**config.mk**
```make
export PLATFORM = sky130hd
export DESIGN_NAME = imsa_master
export DESIGN_NICKNAME = d
export VERILOG_FILES = /design/src/rtl/imsa_master.v /design/src/rtl/imsa_rate_gen.v
export VERILOG_INCLUDE_DIRS = /design/src /design/src/rtl
export SDC_FILE = /design/constraint.sdc
export NUM_CORES = 1
export LEC_CHECK = 0
export ABC_AREA = 1
export BUFFER_PORTS_ARGS = -buffer_cell sky130_fd_sc_hd__buf_2
export CORE_MARGIN = 4
export CORE_UTILIZATION = 55
export CTS_CLUSTER_DIAMETER = 200
export DETAILED_ROUTE_END_ITERATION = 8
export PLACE_DENSITY_LB_ADDON = 0.1
export SLEW_MARGIN = 20
export SYNTH_ARGS = -nofsm -noshare
export SYNTH_HDL_FRONTEND = slang
export SYNTH_HIERARCHICAL = 1
export SYNTH_SLANG_ARGS = --single-unit
```
**constraint.sdc**
```tcl
create_clock -name clk_sys -period 3.1 [get_ports clk_sys]
set_input_delay 0.93 -clock clk_sys [delete_from_list [all_inputs] [get_ports clk_sys]]
set_output_delay 0.93 -clock clk_sys [all_outputs]
set_load 0.005 [all_outputs]
```
**src/rtl/imsa_defines.vh**
```
// Register map, field positions, reset values and counts of the I2C master
`ifndef IMSA_DEFINES_VH
`define IMSA_DEFINES_VH

// Register addresses on the plain register port
`define IMSA_ADDR_CTRL 2'h0
`define IMSA_ADDR_STAT 2'h1
`define IMSA_ADDR_RATE 2'h2
`define IMSA_ADDR_BUF 2'h3

// Control register fields
`define IMSA_CTRL_UNIT_EN 0
`define IMSA_CTRL_START 1
`define IMSA_CTRL_RSTART 2
`define IMSA_CTRL_STOP 3
`define IMSA_CTRL_ACK 4
`define IMSA_CTRL_ACK_DATA 5
`define IMSA_CTRL_EVENT_IE 6
`define IMSA_CTRL_COLL_IE 7

// Status register fields
`define IMSA_STAT_START_SEEN 0
`define IMSA_STAT_STOP_SEEN 1
`define IMSA_STAT_BUF_FULL 2
`define IMSA_STAT_WRITE_COLLISION_FLAG 3
`define IMSA_STAT_BCOL 4
`define IMSA_STAT_EVENT 5
`define IMSA_STAT_BUSY 6
`define IMSA_STAT_ACK_STATUS 7

// Reset values
`define IMSA_RATE_RST 8'h13
`define IMSA_BUF_RST 8'h00

// Bit counts of one byte transfer
`define IMSA_LAST_DATA_BIT 4'h7
`define IMSA_ACK_BIT 4'h8

`endif

```
**src/rtl/imsa_master.v**
```verilog
// I2C master sequencer: ack, stop, start, restart, transmit, arbitration
//
// Operation
// - Ack enable holds SCL low, shows ack data
// - Ack: period, release SCL, period, SCL low
// - Buffer write during ack or stop: collision
// - Stop: SDA low, count, SCL up, SDA up
// - Stop seen, period later clear, event
// - In sleep, enabled events wake processor
// - Reset disables unit, aborts any transfer
// - Start/stop seen cleared by reset, disable
// - Busy bus: detected stop sets event
// - Released one read as zero: collision
// - Arbitration checked in six of the sixteen states
// - Byte collision: halt, clear full, release
// - Sequence collision: abort, release, clear enable
// - Next buffer write restarts at bit one
// - Line low at start: collision, idle
// - Start: SCL low with SDA high collides
// - Early SDA low restarts count; start timing
// - Restart: count, release SCL, check SDA
// - Restart: early SCL fall collides; timing
`include "imsa_defines.vh"

module imsa_master #(
  parameter RATE_WIDTH = 8
) (
  // Clock and reset
  input wire clk_sys,
  input wire rst,
  // Register port
  input wire [1:0] reg_addr,
  input wire [7:0] reg_wr_data,
  input wire reg_wr_en,
  input wire reg_rd_en,
  output reg [7:0] reg_rd_data,
  // I2C data line, open drain
  input wire sda_in,
  output wire sda_out,
  output reg sda_oe_n,
  // I2C clock line, open drain
  input wire scl_in,
  output wire scl_out,
  output reg scl_oe_n,
  // System
  input wire sleep_mode,
  output reg wake_request,
  output reg collision_irq
);

  // One-hot sequencer states
  localparam [15:0] S_IDLE = 16'h0001;
  localparam [15:0] S_ST_A = 16'h0002;
  localparam [15:0] S_ST_B = 16'h0004;
  localparam [15:0] S_RS_A = 16'h0008;
  localparam [15:0] S_RS_B = 16'h0010;
  localparam [15:0] S_RS_C = 16'h0020;
  localparam [15:0] S_RS_D = 16'h0040;
  localparam [15:0] S_TX_L = 16'h0080;
  localparam [15:0] S_TX_H = 16'h0100;
  localparam [15:0] S_AK_L = 16'h0200;
  localparam [15:0] S_AK_H = 16'h0400;
  localparam [15:0] S_SP_A = 16'h0800;
  localparam [15:0] S_SP_B = 16'h1000;
  localparam [15:0] S_SP_C = 16'h2000;
  localparam [15:0] S_SP_D = 16'h4000;
  localparam [15:0] S_SP_E = 16'h8000;

  reg [15:0] state_reg;
  reg unit_enable_reg;
  reg start_enable_reg;
  reg rstart_enable_reg;
  reg stop_sequence_enable_reg;
  reg ack_sequence_enable_reg;
  reg ack_data_value_reg;
  reg event_ie_reg;
  reg coll_ie_reg;
  reg [RATE_WIDTH-1:0] rate_reload_value_reg;
  reg [7:0] serial_buffer_reg;
  reg [7:0] serial_shift_reg;
  reg [3:0] bit_count_reg;
  reg buffer_full_flag_reg;
  reg write_collision_flag_reg;
  reg bus_collision_flag_reg;
  reg serial_event_flag_reg;
  reg start_seen_reg;
  reg stop_seen_reg;
  reg ack_status_reg;
  reg sda_drive_reg;
  reg scl_drive_reg;
  reg rate_load_reg;
  reg sda_meta_reg;
  reg sda_sync_reg;
  reg scl_meta_reg;
  reg scl_sync_reg;
  reg sda_prev_reg;
  reg scl_prev_reg;

  wire tick;
  wire stretch;
  wire rate_load;
  wire rate_run;
  wire start_det;
  wire stop_det;
  wire coll_now;
  wire busy;
  wire idle;
  wire wr_ctrl;
  wire wr_stat;
  wire wr_buf;

  // Open-drain pins only ever pull low
  assign sda_out = 1'b0;
  assign scl_out = 1'b0;

  // Two-stage synchronisers, then a delayed copy for edge detection
  always @(posedge clk_sys) begin
    if (rst) begin
      sda_meta_reg <= 1'b1;
      sda_sync_reg <= 1'b1;
      scl_meta_reg <= 1'b1;
      scl_sync_reg <= 1'b1;
      sda_prev_reg <= 1'b1;
      scl_prev_reg <= 1'b1;
    end else begin
      sda_meta_reg <= sda_in;
      sda_sync_reg <= sda_meta_reg;
      scl_meta_reg <= scl_in;
      scl_sync_reg <= scl_meta_reg;
      sda_prev_reg <= sda_sync_reg;
      scl_prev_reg <= scl_sync_reg;
    end
  end

  // Bus conditions seen on the synchronised lines
  assign start_det = scl_sync_reg && scl_prev_reg &&
                     sda_prev_reg && !sda_sync_reg;
  assign stop_det = scl_sync_reg && scl_prev_reg &&
                    !sda_prev_reg && sda_sync_reg;

  // Another device stretching SCL holds the high-phase count at reload
  assign stretch = ((state_reg == S_TX_H) || (state_reg == S_AK_H) ||
                    (state_reg == S_SP_C)) && !scl_sync_reg;
  assign rate_load = rate_load_reg || stretch;
  assign rate_run = (state_reg != S_IDLE);

  // Arbitration checks in S_ST_A, S_RS_B, S_RS_C, S_TX_H, S_AK_H and S_SP_D only
  assign coll_now =
    ((state_reg == S_ST_A) && sda_sync_reg && !scl_sync_reg) ||
    ((state_reg == S_RS_B) && scl_sync_reg && !sda_sync_reg) ||
    ((state_reg == S_RS_C) && !scl_sync_reg && sda_sync_reg) ||
    ((state_reg == S_TX_H) && scl_sync_reg && !sda_sync_reg &&
     serial_shift_reg[7] && (bit_count_reg != `IMSA_ACK_BIT)) ||
    ((state_reg == S_AK_H) && scl_sync_reg && !sda_sync_reg &&
     ack_data_value_reg) ||
    ((state_reg == S_SP_D) && (!scl_sync_reg ||
     (tick && !sda_sync_reg)));

  assign idle = (state_reg == S_IDLE);
  assign busy = !idle || start_enable_reg || rstart_enable_reg ||
                stop_sequence_enable_reg || ack_sequence_enable_reg;
  assign wr_ctrl = reg_wr_en && (reg_addr == `IMSA_ADDR_CTRL);
  assign wr_stat = reg_wr_en && (reg_addr == `IMSA_ADDR_STAT);
  assign wr_buf = reg_wr_en && (reg_addr == `IMSA_ADDR_BUF);

  imsa_rate_gen #(
    .WIDTH(RATE_WIDTH)
  ) u_rate_gen (
    .clk_sys(clk_sys),
    .rst(rst),
    .load(rate_load),
    .run(rate_run),
    .reload_value(rate_reload_value_reg),
    .tick(tick)
  );

  // Sequencer, register writes and flags; later lines win, so sets win
  always @(posedge clk_sys) begin
    if (rst) begin
      state_reg <= S_IDLE;
      unit_enable_reg <= 1'b0;
      start_enable_reg <= 1'b0;
      rstart_enable_reg <= 1'b0;
      stop_sequence_enable_reg <= 1'b0;
      ack_sequence_enable_reg <= 1'b0;
      ack_data_value_reg <= 1'b0;
      event_ie_reg <= 1'b0;
      coll_ie_reg <= 1'b0;
      rate_reload_value_reg <= `IMSA_RATE_RST;
      serial_buffer_reg <= `IMSA_BUF_RST;
      serial_shift_reg <= 8'h00;
      bit_count_reg <= 4'h0;
      buffer_full_flag_reg <= 1'b0;
      write_collision_flag_reg <= 1'b0;
      bus_collision_flag_reg <= 1'b0;
      serial_event_flag_reg <= 1'b0;
      start_seen_reg <= 1'b0;
      stop_seen_reg <= 1'b0;
      ack_status_reg <= 1'b0;
      sda_drive_reg <= 1'b0;
      scl_drive_reg <= 1'b0;
      rate_load_reg <= 1'b0;
    end else begin
      rate_load_reg <= 1'b0;
      // Software writes; a request bit is only taken while fully idle
      if (wr_ctrl) begin
        unit_enable_reg <= reg_wr_data[`IMSA_CTRL_UNIT_EN];
        ack_data_value_reg <= reg_wr_data[`IMSA_CTRL_ACK_DATA];
        event_ie_reg <= reg_wr_data[`IMSA_CTRL_EVENT_IE];
        coll_ie_reg <= reg_wr_data[`IMSA_CTRL_COLL_IE];
        if (unit_enable_reg && !busy) begin
          start_enable_reg <= reg_wr_data[`IMSA_CTRL_START];
          rstart_enable_reg <= reg_wr_data[`IMSA_CTRL_RSTART];
          stop_sequence_enable_reg <= reg_wr_data[`IMSA_CTRL_STOP];
          ack_sequence_enable_reg <= reg_wr_data[`IMSA_CTRL_ACK];
        end
      end
      if (wr_stat) begin
        if (reg_wr_data[`IMSA_STAT_WRITE_COLLISION_FLAG]) begin
          write_collision_flag_reg <= 1'b0;
        end
        if (reg_wr_data[`IMSA_STAT_BCOL]) begin
          bus_collision_flag_reg <= 1'b0;
        end
        if (reg_wr_data[`IMSA_STAT_EVENT]) begin
          serial_event_flag_reg <= 1'b0;
        end
      end
      if (reg_wr_en && (reg_addr == `IMSA_ADDR_RATE)) begin
        rate_reload_value_reg <= reg_wr_data[RATE_WIDTH-1:0];
      end
      // A buffer write while any sequence runs is refused
      if (wr_buf && busy) begin
        write_collision_flag_reg <= 1'b1;
      end
      // Bus monitor keeps running whatever the sequencer does
      if (start_det) begin
        start_seen_reg <= 1'b1;
        stop_seen_reg <= 1'b0;
      end
      if (stop_det) begin
        stop_seen_reg <= 1'b1;
        start_seen_reg <= 1'b0;
        if (idle && start_seen_reg) begin
          serial_event_flag_reg <= 1'b1;
        end
      end
      case (state_reg)
        S_IDLE: begin
          if (wr_buf && !busy && unit_enable_reg) begin
            serial_buffer_reg <= reg_wr_data;
            serial_shift_reg <= reg_wr_data;
            bit_count_reg <= 4'h0;
            buffer_full_flag_reg <= 1'b1;
            sda_drive_reg <= !reg_wr_data[7];
            scl_drive_reg <= 1'b1;
            rate_load_reg <= 1'b1;
            state_reg <= S_TX_L;
          end else if (start_enable_reg) begin
            if (!sda_sync_reg || !scl_sync_reg) begin
              start_enable_reg <= 1'b0;
              bus_collision_flag_reg <= 1'b1;
              sda_drive_reg <= 1'b0;
              scl_drive_reg <= 1'b0;
            end else begin
              rate_load_reg <= 1'b1;
              state_reg <= S_ST_A;
            end
          end else if (rstart_enable_reg) begin
            sda_drive_reg <= 1'b0;
            rate_load_reg <= 1'b1;
            state_reg <= S_RS_A;
          end else if (stop_sequence_enable_reg) begin
            sda_drive_reg <= 1'b1;
            state_reg <= S_SP_A;
          end else if (ack_sequence_enable_reg) begin
            scl_drive_reg <= 1'b1;
            sda_drive_reg <= !ack_data_value_reg;
            rate_load_reg <= 1'b1;
            state_reg <= S_AK_L;
          end
        end
        S_ST_A: begin
          // Another master pulling SDA first: restart the count now
          if (!sda_sync_reg || tick) begin
            sda_drive_reg <= 1'b1;
            rate_load_reg <= 1'b1;
            state_reg <= S_ST_B;
          end
        end
        S_ST_B: begin
          // SCL low samples are ignored here
          if (tick) begin
            scl_drive_reg <= 1'b1;
            start_enable_reg <= 1'b0;
            serial_event_flag_reg <= 1'b1;
            state_reg <= S_IDLE;
          end
        end
        S_RS_A: begin
          if (tick) begin
            scl_drive_reg <= 1'b0;
            state_reg <= S_RS_B;
          end
        end
        S_RS_B: begin
          if (scl_sync_reg && sda_sync_reg) begin
            rate_load_reg <= 1'b1;
            state_reg <= S_RS_C;
          end
        end
        S_RS_C: begin
          // An early SDA fall from another master is not a collision
          if (tick) begin
            sda_drive_reg <= 1'b1;
            rate_load_reg <= 1'b1;
            state_reg <= S_RS_D;
          end
        end
        S_RS_D: begin
          if (tick) begin
            scl_drive_reg <= 1'b1;
            rstart_enable_reg <= 1'b0;
            serial_event_flag_reg <= 1'b1;
            state_reg <= S_IDLE;
          end
        end
        S_TX_L: begin
          if (tick) begin
            scl_drive_reg <= 1'b0;
            state_reg <= S_TX_H;
          end
        end
        S_TX_H: begin
          if (tick) begin
            scl_drive_reg <= 1'b1;
            rate_load_reg <= 1'b1;
            if (bit_count_reg == `IMSA_ACK_BIT) begin
              ack_status_reg <= sda_sync_reg;
              serial_event_flag_reg <= 1'b1;
              state_reg <= S_IDLE;
            end else begin
              bit_count_reg <= bit_count_reg + 4'h1;
              serial_shift_reg <= {serial_shift_reg[6:0], 1'b0};
              if (bit_count_reg == `IMSA_LAST_DATA_BIT) begin
                buffer_full_flag_reg <= 1'b0;
                sda_drive_reg <= 1'b0;
              end else begin
                sda_drive_reg <= !serial_shift_reg[6];
              end
              state_reg <= S_TX_L;
            end
          end
        end
        S_AK_L: begin
          if (tick) begin
            scl_drive_reg <= 1'b0;
            state_reg <= S_AK_H;
          end
        end
        S_AK_H: begin
          if (tick) begin
            scl_drive_reg <= 1'b1;
            ack_sequence_enable_reg <= 1'b0;
            serial_event_flag_reg <= 1'b1;
            state_reg <= S_IDLE;
          end
        end
        S_SP_A: begin
          if (!sda_sync_reg) begin
            rate_load_reg <= 1'b1;
            state_reg <= S_SP_B;
          end
        end
        S_SP_B: begin
          if (tick) begin
            scl_drive_reg <= 1'b0;
            state_reg <= S_SP_C;
          end
        end
        S_SP_C: begin
          if (tick) begin
            sda_drive_reg <= 1'b0;
            state_reg <= S_SP_D;
          end
        end
        S_SP_D: begin
          if (sda_sync_reg && scl_sync_reg) begin
            stop_seen_reg <= 1'b1;
            start_seen_reg <= 1'b0;
            rate_load_reg <= 1'b1;
            state_reg <= S_SP_E;
          end
        end
        S_SP_E: begin
          if (tick) begin
            stop_sequence_enable_reg <= 1'b0;
            serial_event_flag_reg <= 1'b1;
            state_reg <= S_IDLE;
          end
        end
        default: begin
          state_reg <= S_IDLE;
        end
      endcase
      // Lost arbitration: drop everything, both lines float
      if (coll_now) begin
        bus_collision_flag_reg <= 1'b1;
        buffer_full_flag_reg <= 1'b0;
        sda_drive_reg <= 1'b0;
        scl_drive_reg <= 1'b0;
        start_enable_reg <= 1'b0;
        rstart_enable_reg <= 1'b0;
        stop_sequence_enable_reg <= 1'b0;
        ack_sequence_enable_reg <= 1'b0;
        state_reg <= S_IDLE;
      end
      // Disabled unit: abort the transfer and forget bus history
      if (!unit_enable_reg) begin
        state_reg <= S_IDLE;
        sda_drive_reg <= 1'b0;
        scl_drive_reg <= 1'b0;
        start_enable_reg <= 1'b0;
        rstart_enable_reg <= 1'b0;
        stop_sequence_enable_reg <= 1'b0;
        ack_sequence_enable_reg <= 1'b0;
        buffer_full_flag_reg <= 1'b0;
        start_seen_reg <= 1'b0;
        stop_seen_reg <= 1'b0;
      end
    end
  end

  // Pin enables and requests are registered to keep them glitch free
  always @(posedge clk_sys) begin
    if (rst) begin
      sda_oe_n <= 1'b1;
      scl_oe_n <= 1'b1;
      wake_request <= 1'b0;
      collision_irq <= 1'b0;
    end else begin
      sda_oe_n <= !sda_drive_reg;
      scl_oe_n <= !scl_drive_reg;
      wake_request <= sleep_mode && event_ie_reg &&
                      serial_event_flag_reg;
      collision_irq <= coll_ie_reg && bus_collision_flag_reg;
    end
  end

  // Read data stand in the cycle after the strobe only
  always @(posedge clk_sys) begin
    if (rst) begin
      reg_rd_data <= 8'h00;
    end else if (reg_rd_en) begin
      case (reg_addr)
        `IMSA_ADDR_CTRL: reg_rd_data <= {coll_ie_reg, event_ie_reg,
          ack_data_value_reg, ack_sequence_enable_reg,
          stop_sequence_enable_reg, rstart_enable_reg,
          start_enable_reg, unit_enable_reg};
        `IMSA_ADDR_STAT: reg_rd_data <= {ack_status_reg, busy,
          serial_event_flag_reg, bus_collision_flag_reg,
          write_collision_flag_reg, buffer_full_flag_reg,
          stop_seen_reg, start_seen_reg};
        `IMSA_ADDR_RATE: reg_rd_data <= rate_reload_value_reg;
        `IMSA_ADDR_BUF: reg_rd_data <= serial_buffer_reg;
        default: reg_rd_data <= 8'h00;
      endcase
    end else begin
      reg_rd_data <= 8'h00;
    end
  end

endmodule

```
**src/rtl/imsa_rate_gen.v**
```verilog
// Reloadable down-counter that marks the end of each rate period
module imsa_rate_gen #(
  parameter WIDTH = 8
) (
  // Clock and reset
  input wire clk_sys,
  input wire rst,
  // Control
  input wire load,
  input wire run,
  input wire [WIDTH-1:0] reload_value,
  // Result
  output wire tick
);

  reg [WIDTH-1:0] count_reg;

  // A period lasts reload_value + 1 clocks; load restarts it at once
  always @(posedge clk_sys) begin
    if (rst) begin
      count_reg <= {WIDTH{1'b0}};
    end else if (load || !run) begin
      count_reg <= reload_value;
    end else if (count_reg == {WIDTH{1'b0}}) begin
      count_reg <= reload_value;
    end else begin
      count_reg <= count_reg - {{(WIDTH-1){1'b0}}, 1'b1};
    end
  end

  // Timeout pulse, one clock wide
  assign tick = run && !load && (count_reg == {WIDTH{1'b0}});

endmodule

```
* Word-level counts from Yosys, hierarchy flattened *
Cells that the tools add are included.

storage, ports and cells
  ROM bits = 0
  memories kept = 0
  input bits = 17
  bits in latches = 0
  bits in writable memories = 0
  output and inout port bits = 14
  logic and storage cells = 283
  register bits = 88

operators by class
  eq/ne operators = 46
  bitwise logic cells = 2
  multiply operators = 0
  shift operators = 0
  magnitude comparators = 0
  reductions and logical operators = 87
  mux-type cells = 111
  div/mod/pow operators = 0
  add/subtract/negate cells = 2

operators with widths
  cell                    count
  $mux W16                18
  $pmux W16 S13           1
  $mux W1                 74
  $mux W8                 6
  $logic_and A1 B1 Y1     36
  $pmux W8 S4             1
  $ne A2 B2 Y1 const B    9
  $eq A16 B1 Y1 const B   1
  $eq A16 B10 Y1 const B  1
  $eq A16 B11 Y1 const B  1
  $eq A16 B12 Y1 const B  1
  $eq A16 B13 Y1 const B  1
  $eq A16 B14 Y1 const B  1
  $eq A16 B15 Y1 const B  1
  $eq A16 B16 Y1 const B  1
  $eq A16 B2 Y1 const B   1
  $eq A16 B3 Y1 const B   1
  $eq A16 B4 Y1 const B   1
  $eq A16 B5 Y1 const B   1
  $eq A16 B6 Y1 const B   1
  $eq A16 B7 Y1 const B   1
  $eq A16 B8 Y1 const B   1
  $eq A16 B9 Y1 const B   1
  $logic_or A1 B1 Y1      16
  other kinds (35)        71

* Longest topological paths before layout *
Gate-level depths: netlist of run 1.

  word-level depth = 14
  mapped depth = 23
  gate-level depth less buffers = 21

* Cells and area by module *
The synthesis of run 1 kept the hierarchy.

modules (own cells, without submodules)
  module         sequential area each (µm²)  times used  area each (µm²)  cells an instance
  imsa_master    1601.5                      1           4431.8           616
  imsa_rate_gen  160.2                       1           546.8            92

* Least setup slack after synthesis of run 1 *
No wires, ideal clock.

  path type = flip-flop to flip-flop
  from = register state_reg[4]
  to = register state_reg[4]
  buffers on the path = 4
  data required time = 2.981 ns
  library setup time = 0.119 ns
  cell stages (with the launch flop) = 23
  clock period less this slack = 2.812 ns
  path slack = 0.288 ns
  arrival = 2.693 ns
  path through = dfxtp_1 -> nor2_4 -> nand2_8 -> nor2_8 -> buf_6 -> nand2_1 -> nand2_1 -> inv_1 -> nand2_1 -> a21o_1 -> nor2_2 -> inv_1 -> nor2_1 -> buf_2 -> inv_1 -> clkbuf_1 -> nand4_1 -> nand2_1 -> nor2_2 -> nand3_4 -> buf_6 -> nor3b_1 -> nor2_1

on the way
  longest elaborated chain between the ends = 13
  elaborated cells on any way between the ends = 73
  those cells by class = 31 x eq/ne; 2 x mux; 40 x reduce/logical

RTL lines
  element                                                                     RTL line            RTL
  start: declaration                                                          imsa_master.v:69    reg [15:0] state_reg;
  start signal: assignment                                                    imsa_master.v:180   state_reg <= S_IDLE;
  start signal: assignment                                                    imsa_master.v:258   state_reg <= S_TX_L;
  start signal: assignment                                                    imsa_master.v:267   state_reg <= S_ST_A;
  $eq A16 B9 Y1 or $eq A16 B11 Y1 (tied branches)                             imsa_master.v:142   assign stretch = ((state_reg == S_TX_H) || (state_reg == S_AK_H) ||
  $logic_or A1 B1 Y1                                                          imsa_master.v:142
  $logic_or A1 B1 Y1 *                                                        imsa_master.v:142
  $logic_and A1 B1 Y1 *                                                       imsa_master.v:143   (state_reg == S_SP_C)) && !scl_sync_reg;
  $logic_or A1 B1 Y1 *                                                        imsa_master.v:144   assign rate_load = rate_load_reg || stretch;
  net rate_load                                                               imsa_master.v:101   wire rate_load;
  $logic_not A1 Y1 *                                                          imsa_rate_gen.v:32  assign tick = run && !load && (count_reg == {WIDTH{1'b0}});
  $logic_and A1 B1 Y1 * (2 in series)                                         imsa_rate_gen.v:32
  net tick                                                                    imsa_master.v:99    wire tick;
  parallel branches: the longest is 5 deep, another holds $reduce_and A14 Y1  n/a

Mark *: on every way through the listed nets, which the timed path passes.
A chain may end at the register's enable or synchronous reset.

* Worst setup path after layout of run 1 *
  from = register state_reg[2]
  to = register state_reg[2]

Same word-level chain as after synthesis.

==> run metrics, run 1 <==
result of the run finished, final reports clean; clock slew at reported path FFs about 90 ps; Largest register FFs 16; Setup CP Type flop to flop; Yosys warnings 6; reg-to-reg slack, setup roughly 170 ps; layout cells sized above 1 0.189; I/O Pins 31; GR Util All Layers 0.278; WHS 395 ps; H-tree depth 3; CTS tree yes; Post-synth EDFFs 0; internal power approximately 1700 uW; Max VDD drop roughly 0.25 mV; Max Fanout on Critical Path 8; # rows 34; Placed Instances ~840; leakage between 0.002 and 0.003 uW; Synth Flop Type dfxtp_1; Die Wd 103 um; DRC Markers 0; Crit-path slowest cell dfxtp_1; Power Density between 400 and 500 nW/um^2; critical path's top delay family simple AND/OR/NAND/NOR gates; first-pass GRT wire length between 20 and 25 mm; drt wl/cell 16.3 um; Clock Skews ~14 ps; Worst Path Required around 3400 ps; sequential share of the synthesized area 0.354; DR iter-0 viols ~370; largest stage delay on the critical path ~340 ps; Post-Syn Instances approximately 700; crit path cell chain nor2_1 -> nand2_4 -> nor2_8 -> nand2_2 -> nand2_1 -> inv_1 -> nand2_1 -> a21o_1 -> nor2_2 -> inv_1 -> nor2_2 -> buf_4 -> a21oi_1 -> nor2_1 -> a31oi_1 -> nand2_1 -> nor2_4 -> clkinvlp_4 -> a21oi_1; synth unique cells 51; final slew viol count 0; RSZ-0062 raised after global routing false; Synth top area share 0.354; Most common cell on crit path nand2_1; commonest non-fill, non-tap cell in the layout nand2_1; CTS sink count 88; Total Wirelength 14.1 mm; Hold Fails Final Rpt 0; Worst setup EP type flop; final setup fails 0; clock root cell clkbuf_8; FILL cells approximately 860; crit path buf inv count 4; top cell type by total area after synthesis dfxtp_1; Hold Crit Class flop to flop; initial antenna violation count 0; Final ANT Viol Nets 0; Syn-to-layout area delta 10.4%; Relative slew margins 0.601; f_max between 0.3 and 0.4 GHz; # diodes 0; Cell Area, Placed between 5000 and 6000 um^2; slew at the pin with the worst max-slew slack a little under 600 ps; Arr. time, crit path ~3200 ps; DP Worst Slack about 280 ps; dominant cells by area after synthesis dfxtp_1, nand2_1, nor2_1; vias in the first global route 4517; Clock Tree Buf Depth 2; post-synthesis sequential element count between 80 and 90; Logic pwr share 0.123; NetSw between 600 and 700 uW; Tcrit/Tclk final 0.946; TNS Setup 0 ps; largest net degree at the start of global routing 33; Initial Util 0.568; Cell Area, Synth 4980 um^2; HPWL Detailed ~11 mm; Core Area roughly 8800 um^2; share of total power in the clock network 0.382; commonest cells after routing, fill and taps aside nand2_1, nor2_1, dfxtp_1, inv_1, o21ai_0; drt pass-1 iters 6; RePlAce Congestion 0.994; Seq pwr share 0.495; # hold bufs at CTS 0; post-route insts no fill 861; nets@finish 770; clock period minus worst slack a little under 3000 ps; Final Cell Area between 5000 and 6000 um^2; ys async rst share 0; switching part of the total 0.273; grt total ovfl 0; fin worst setup slack around 170 ps; Port-buffer cells 28; max_cap viols 0; worst-skew pair later-pin latency between 300 and 400 ps; Num CTS Buffers 9; Die Y about 100 um; vias per std cell around 5.6; average size of a mapped cell between 7 and 8 um^2; via count around 4800; die area 10600 um^2; startpoint types flop
==> per-layer routing <==
layer / GRT usage / vias up / share of wire
li1: - / 2391 / -
met1: 0.386 / 2204 / 0.45
met2: 0.441 / 208 / 0.45
met3: 0.0575 / 33 / 0.075
met4: 0.0727 / 0 / 0.025
met5: 0 / - / 0
==> final cells by class <==
type | instances | area [um^2] | area share
clock inverters | 5 | 87.6 | 0.0159
flip-flops and latches | 88 | 1760 | 0.321
repair buffers | 46 | 275 | 0.0501
well taps | 108 | 135 | 0.0246
inverters | 91 | 350 | 0.0638
clock buffers | 10 | 138 | 0.0250
multi-input cells | 513 | 2750 | 0.500
==> synth_stat cells (3+ instances only) <==
cell,count
nand2_1,132
nor2_1,104
dfxtp_1,88
inv_1,82
o21ai_0,52
nand3_1,43
a21oi_1,38
nand4_1,13
nor2_2,13
nand2_2,12
nor3_1,12
nor2_4,10
o21ai_1,10
a221oi_1,8
a211oi_2,7
nand2_4,7
buf_6,6
clkbuf_1,5
inv_2,5
or2_2,5
ha_1,4
nand3b_1,4
a31oi_1,3
buf_2,3
nand3_2,3
nor3b_1,3
==> stage by stage <==
stage	utilization	total power, uW
2_1_floorplan	-	1420
3_3_place_gp	0.597	1500
3_5_place_dp	0.597	1500
4_1_cts	0.623	2400
5_1_grt	0.627	2500
6_report	0.627	2400
==> power by group through the flow <==
stage | logic [uW] | registers [uW] | clock network (uW)
floorplan | 210 | 1210 | 0
global placement | 281 | 1220 | 0
detailed placement | 285 | 1220 | 0
CTS | 287 | 1190 | 926
global route | 332 | 1190 | 975
finish | 295 | 1190 | 918
==> cells by family after synthesis <==
logic type,count (synthesis),share of synthesized area
compound gates,135,0.167
buf+inv,108,0.0960
simple gates,369,0.367
other cells,1,0.000753
flops,88,0.354
fa+ha+maj,4,0.0101
xor+xnor,3,0.00528
==> timing repair <==
| action | in CTS | in global routing |
|---|---|---|
| setup endpoints to repair | 0 | 6 |
| gates resized for setup | 0 | 3 |
| setup buffers | 0 | 4 |
==> path summary, 6_finish.rpt <==
kind,cells after the start,endpoint,startpoint
min reg2reg,1,scl_oe_n,scl_drive_reg
max,19,state_reg[2],state_reg[2]
max reg2reg,19,state_reg[2],state_reg[2]
min,1,scl_oe_n,scl_drive_reg
Note: power is estimated with default switching activity, not from simulation.
==> run 2, diff against run 1 <==
ABC_AREA = not set   (was 1)
SLEW_MARGIN = 15   (was 20)
==> run 2 against run 1 <==
Compared with the run above: combinational power shrank 57%; sequential power is essentially flat; worst setup slack lost 45 ps; via count shrank 18%; critical path type unchanged; critical endpoint is now state_reg[0]; largest power group unchanged; highest routed layer unchanged.
==> run metrics, run 2 <==
Post-CTS Setup Bufs 0 (unchanged); initial antenna violation count 0 (unchanged); sequential share of the synthesized area 0.383 (was 0.354); Most common cell on crit path buf_4 (was nand2_1); # hold bufs at CTS 0 (unchanged); Die Y 99.4 um (was 103 um); Die Wd 99.4 um (was 103 um); RSZ-0062 raised after global routing false (unchanged); RePlAce Congestion 0.904 (was 0.994); Synth Flop Type dfxtp_1 (unchanged); most frequent cells after synthesis dfxtp_1, nor2_1, nand2_1, a21oi_1, mux2i_1 (was nand2_1, nor2_1, dfxtp_1, inv_1, o21ai_0); Clock Skews 9.40 ps (was 14.1 ps); first-pass GRT wire length 18.5 mm (was 22.6 mm); H-tree depth 3 (unchanged); average size of a mapped cell 8.96 um^2 (was 7.03 um^2); result of the run finished, final reports clean (unchanged); crit path cell chain buf_4 -> or4_4 -> nor4_1 -> a31o_2 -> a31oi_1 -> o221ai_2 -> or2_1 -> buf_4 -> o21bai_1 (was nor2_1 -> nand2_4 -> nor2_8 -> nand2_2 -> nand2_1 -> inv_1 -> nand2_1 -> a21o_1 -> nor2_2 -> inv_1 -> nor2_2 -> buf_4 -> a21oi_1 -> nor2_1 -> a31oi_1 -> nand2_1 -> nor2_4 -> clkinvlp_4 -> a21oi_1); Crit-path slowest cell nor4_1 (was dfxtp_1); TNS Setup 0 ps (unchanged); dominant cells by area after synthesis dfxtp_1, mux2i_1, nor2_1 (was dfxtp_1, nand2_1, nor2_1); clock period minus worst slack 2980 ps (was 2930 ps); Worst setup EP type flop (unchanged); die area 9880 um^2 (was 10600 um^2); Arr. time, crit path 3270 ps (was 3210 ps); commonest cells after routing, fill and taps aside dfxtp_1, nor2_1, nand2_1, buf_4, a21oi_1 (was nand2_1, nor2_1, dfxtp_1, inv_1, o21ai_0); final slew viol count 0 (unchanged); nets@finish 570 (was 770); fin worst setup slack 121 ps (was 166 ps); Hold Fails Final Rpt 0 (unchanged); synth unique cells 62 (was 51); CTS tree yes (unchanged); Cell Area, Synth 4600 um^2 (was 4980 um^2); FILL cells 728 (was 856); area of the multi-input gates 2540 um^2 (was 2750 um^2); max_cap viols 0 (unchanged); slew at the pin with the worst max-slew slack 800 ps (was 593 ps); via count 3946 (was 4836); Largest register FFs 16 (unchanged); vias per std cell 5.99 (was 5.62); clock slew at reported path FFs 90 ps (about the same); Total Wirelength 11.7 mm (was 14.1 mm); layout cells sized above 1 0.238 (was 0.189); CTS sink count 88 (unchanged); I/O Pins 31 (unchanged); Tcrit/Tclk final 0.961 (was 0.946); Final ANT Viol Nets 0 (unchanged); DRC Markers 0 (unchanged); Post-synth EDFFs 0 (unchanged); Synth top area share 0.383 (was 0.354); Port-buffer cells 28 (unchanged); Relative slew margins 0.461 (was 0.601); clock root cell clkbuf_8 (unchanged); Num CTS Buffers 9 (unchanged); total power draw 2080 uW (was 2400 uW); DP Worst Slack 131 ps (was 281 ps); leakage 0.00196 uW (was 0.00250 uW); Power Density 409 nW/um^2 (was 438 nW/um^2); Max Fanout on Critical Path 20 (was 8); DR iter-0 viols 308 (was 368); Post-Syn Instances 513 (was 708); commonest non-fill, non-tap cell in the layout dfxtp_1 (was nand2_1); Yosys warnings 6 (unchanged); largest net degree at the start of global routing 57 (was 33); worst-skew pair later-pin latency 360 ps (about the same); grt total ovfl 0 (unchanged); post-synthesis sequential element count 88 (unchanged); Setup CP Type flop to flop (unchanged); HPWL Detailed 8.73 mm (was 10.7 mm); drt wl/cell 17.8 um (was 16.3 um); Final Util 0.622 (was 0.627); largest stage delay on the critical path 720 ps (was 340 ps); Max VDD drop 0.273 mV (was 0.253 mV); f_max 0.336 GHz (was 0.341 GHz); final setup fails 0 (unchanged); ys async rst share 0 (unchanged); GR Util All Layers 0.239 (was 0.278); Initial Util 0.562 (was 0.568); Core Area 8180 um^2 (was 8760 um^2); # rows 33 (was 34); drt pass-1 iters 5 (was 6); startpoint types flop (unchanged); Clock Tree Buf Depth 2 (unchanged); most common cell in the netlist dfxtp_1 (was nand2_1); Worst Path Required 3390 ps (was 3380 ps); FF+latch area 1760 um^2 (unchanged); Syn-to-layout area delta 10.7% (was 10.4%); vias in the first global route 3596 (was 4517); # diodes 0 (unchanged); top cell type by total area after synthesis dfxtp_1 (unchanged); Hold Crit Class flop to flop (unchanged)
==> run 2: cell type report <==
cell class,count,share of cell area
tap,105,0.0258
inverter,15,0.0111
clock inverter,5,0.00935
multi-input combinational,373,0.500
timing repair buffer,62,0.0777
sequential,88,0.346
clock buffer,11,0.0298
==> run 2: kinds of logic (layout without fill, tap and decap cells) <==
logic type | count (synthesis) | after routing | share of synthesized area
buf+inv | 53 | 93 | 0.0672
xor+xnor | 14 | 14 | 0.0267
mux | 33 | 33 | 0.0939
other cells | 1 | 2 | 0.000816
fa+ha+maj | 4 | 4 | 0.0109
compound gates | 88 | 88 | 0.136
flops | 88 | 88 | 0.383
simple gates | 232 | 232 | 0.281
==> run 2: metal layers <==
metal  vias up  global-route usage  wire [um]  part of all wire
li1       1906                   -          -                 -
met1      1837               0.337       5120              0.44
met2       176               0.364       5310              0.45
met3        27              0.0470       1010             0.087
met4         0              0.0861        260             0.022
met5         -                   0          0                 0
==> run 2: through the flow <==
step | hold slack [ps] | area [um^2] | std cells
after floorplan | 370 | 4600 | 514
after global placement | 381 | 4880 | 643
after detailed placement | 382 | 4880 | 643
after CTS | 405 | 5080 | 659
after global routing | 427 | 5090 | 659
final | 401 | 5090 | 659
==> run 2: critical path: cells and delay by family (launching register included) <==
family / cells / cell delay [ps]
AND/OR/NAND/NOR: 3 / 1490
flip-flops: 1 / 360
buffers and inverters: 2 / 460
AO/OA/AOI/OAI: 4 / 600
==> run 2: timing repair <==
action / in CTS / in global routing
setup endpoints to repair: 0 / 5
hold endpoints to repair: 0 / 0
resized for setup: 0 / 2
==> run 2: path summary, 6_finish.rpt <==
path	startpoint	to	slack (ps)	depth (start not counted)
min	sda_drive_reg	sda_oe_n	400	1
max reg2reg	state_reg[8]	state_reg[0]	120	9
min reg2reg	sda_drive_reg	sda_oe_n	400	1
max	state_reg[8]	state_reg[0]	120	9
==> run 2: power by group <==
| group | internal [uW] | switching, uW |
|---|---|---|
| sequential | 1150 | 15.7 |
| combinational | 54.2 | 73.6 |
| clock | 351 | 440 |
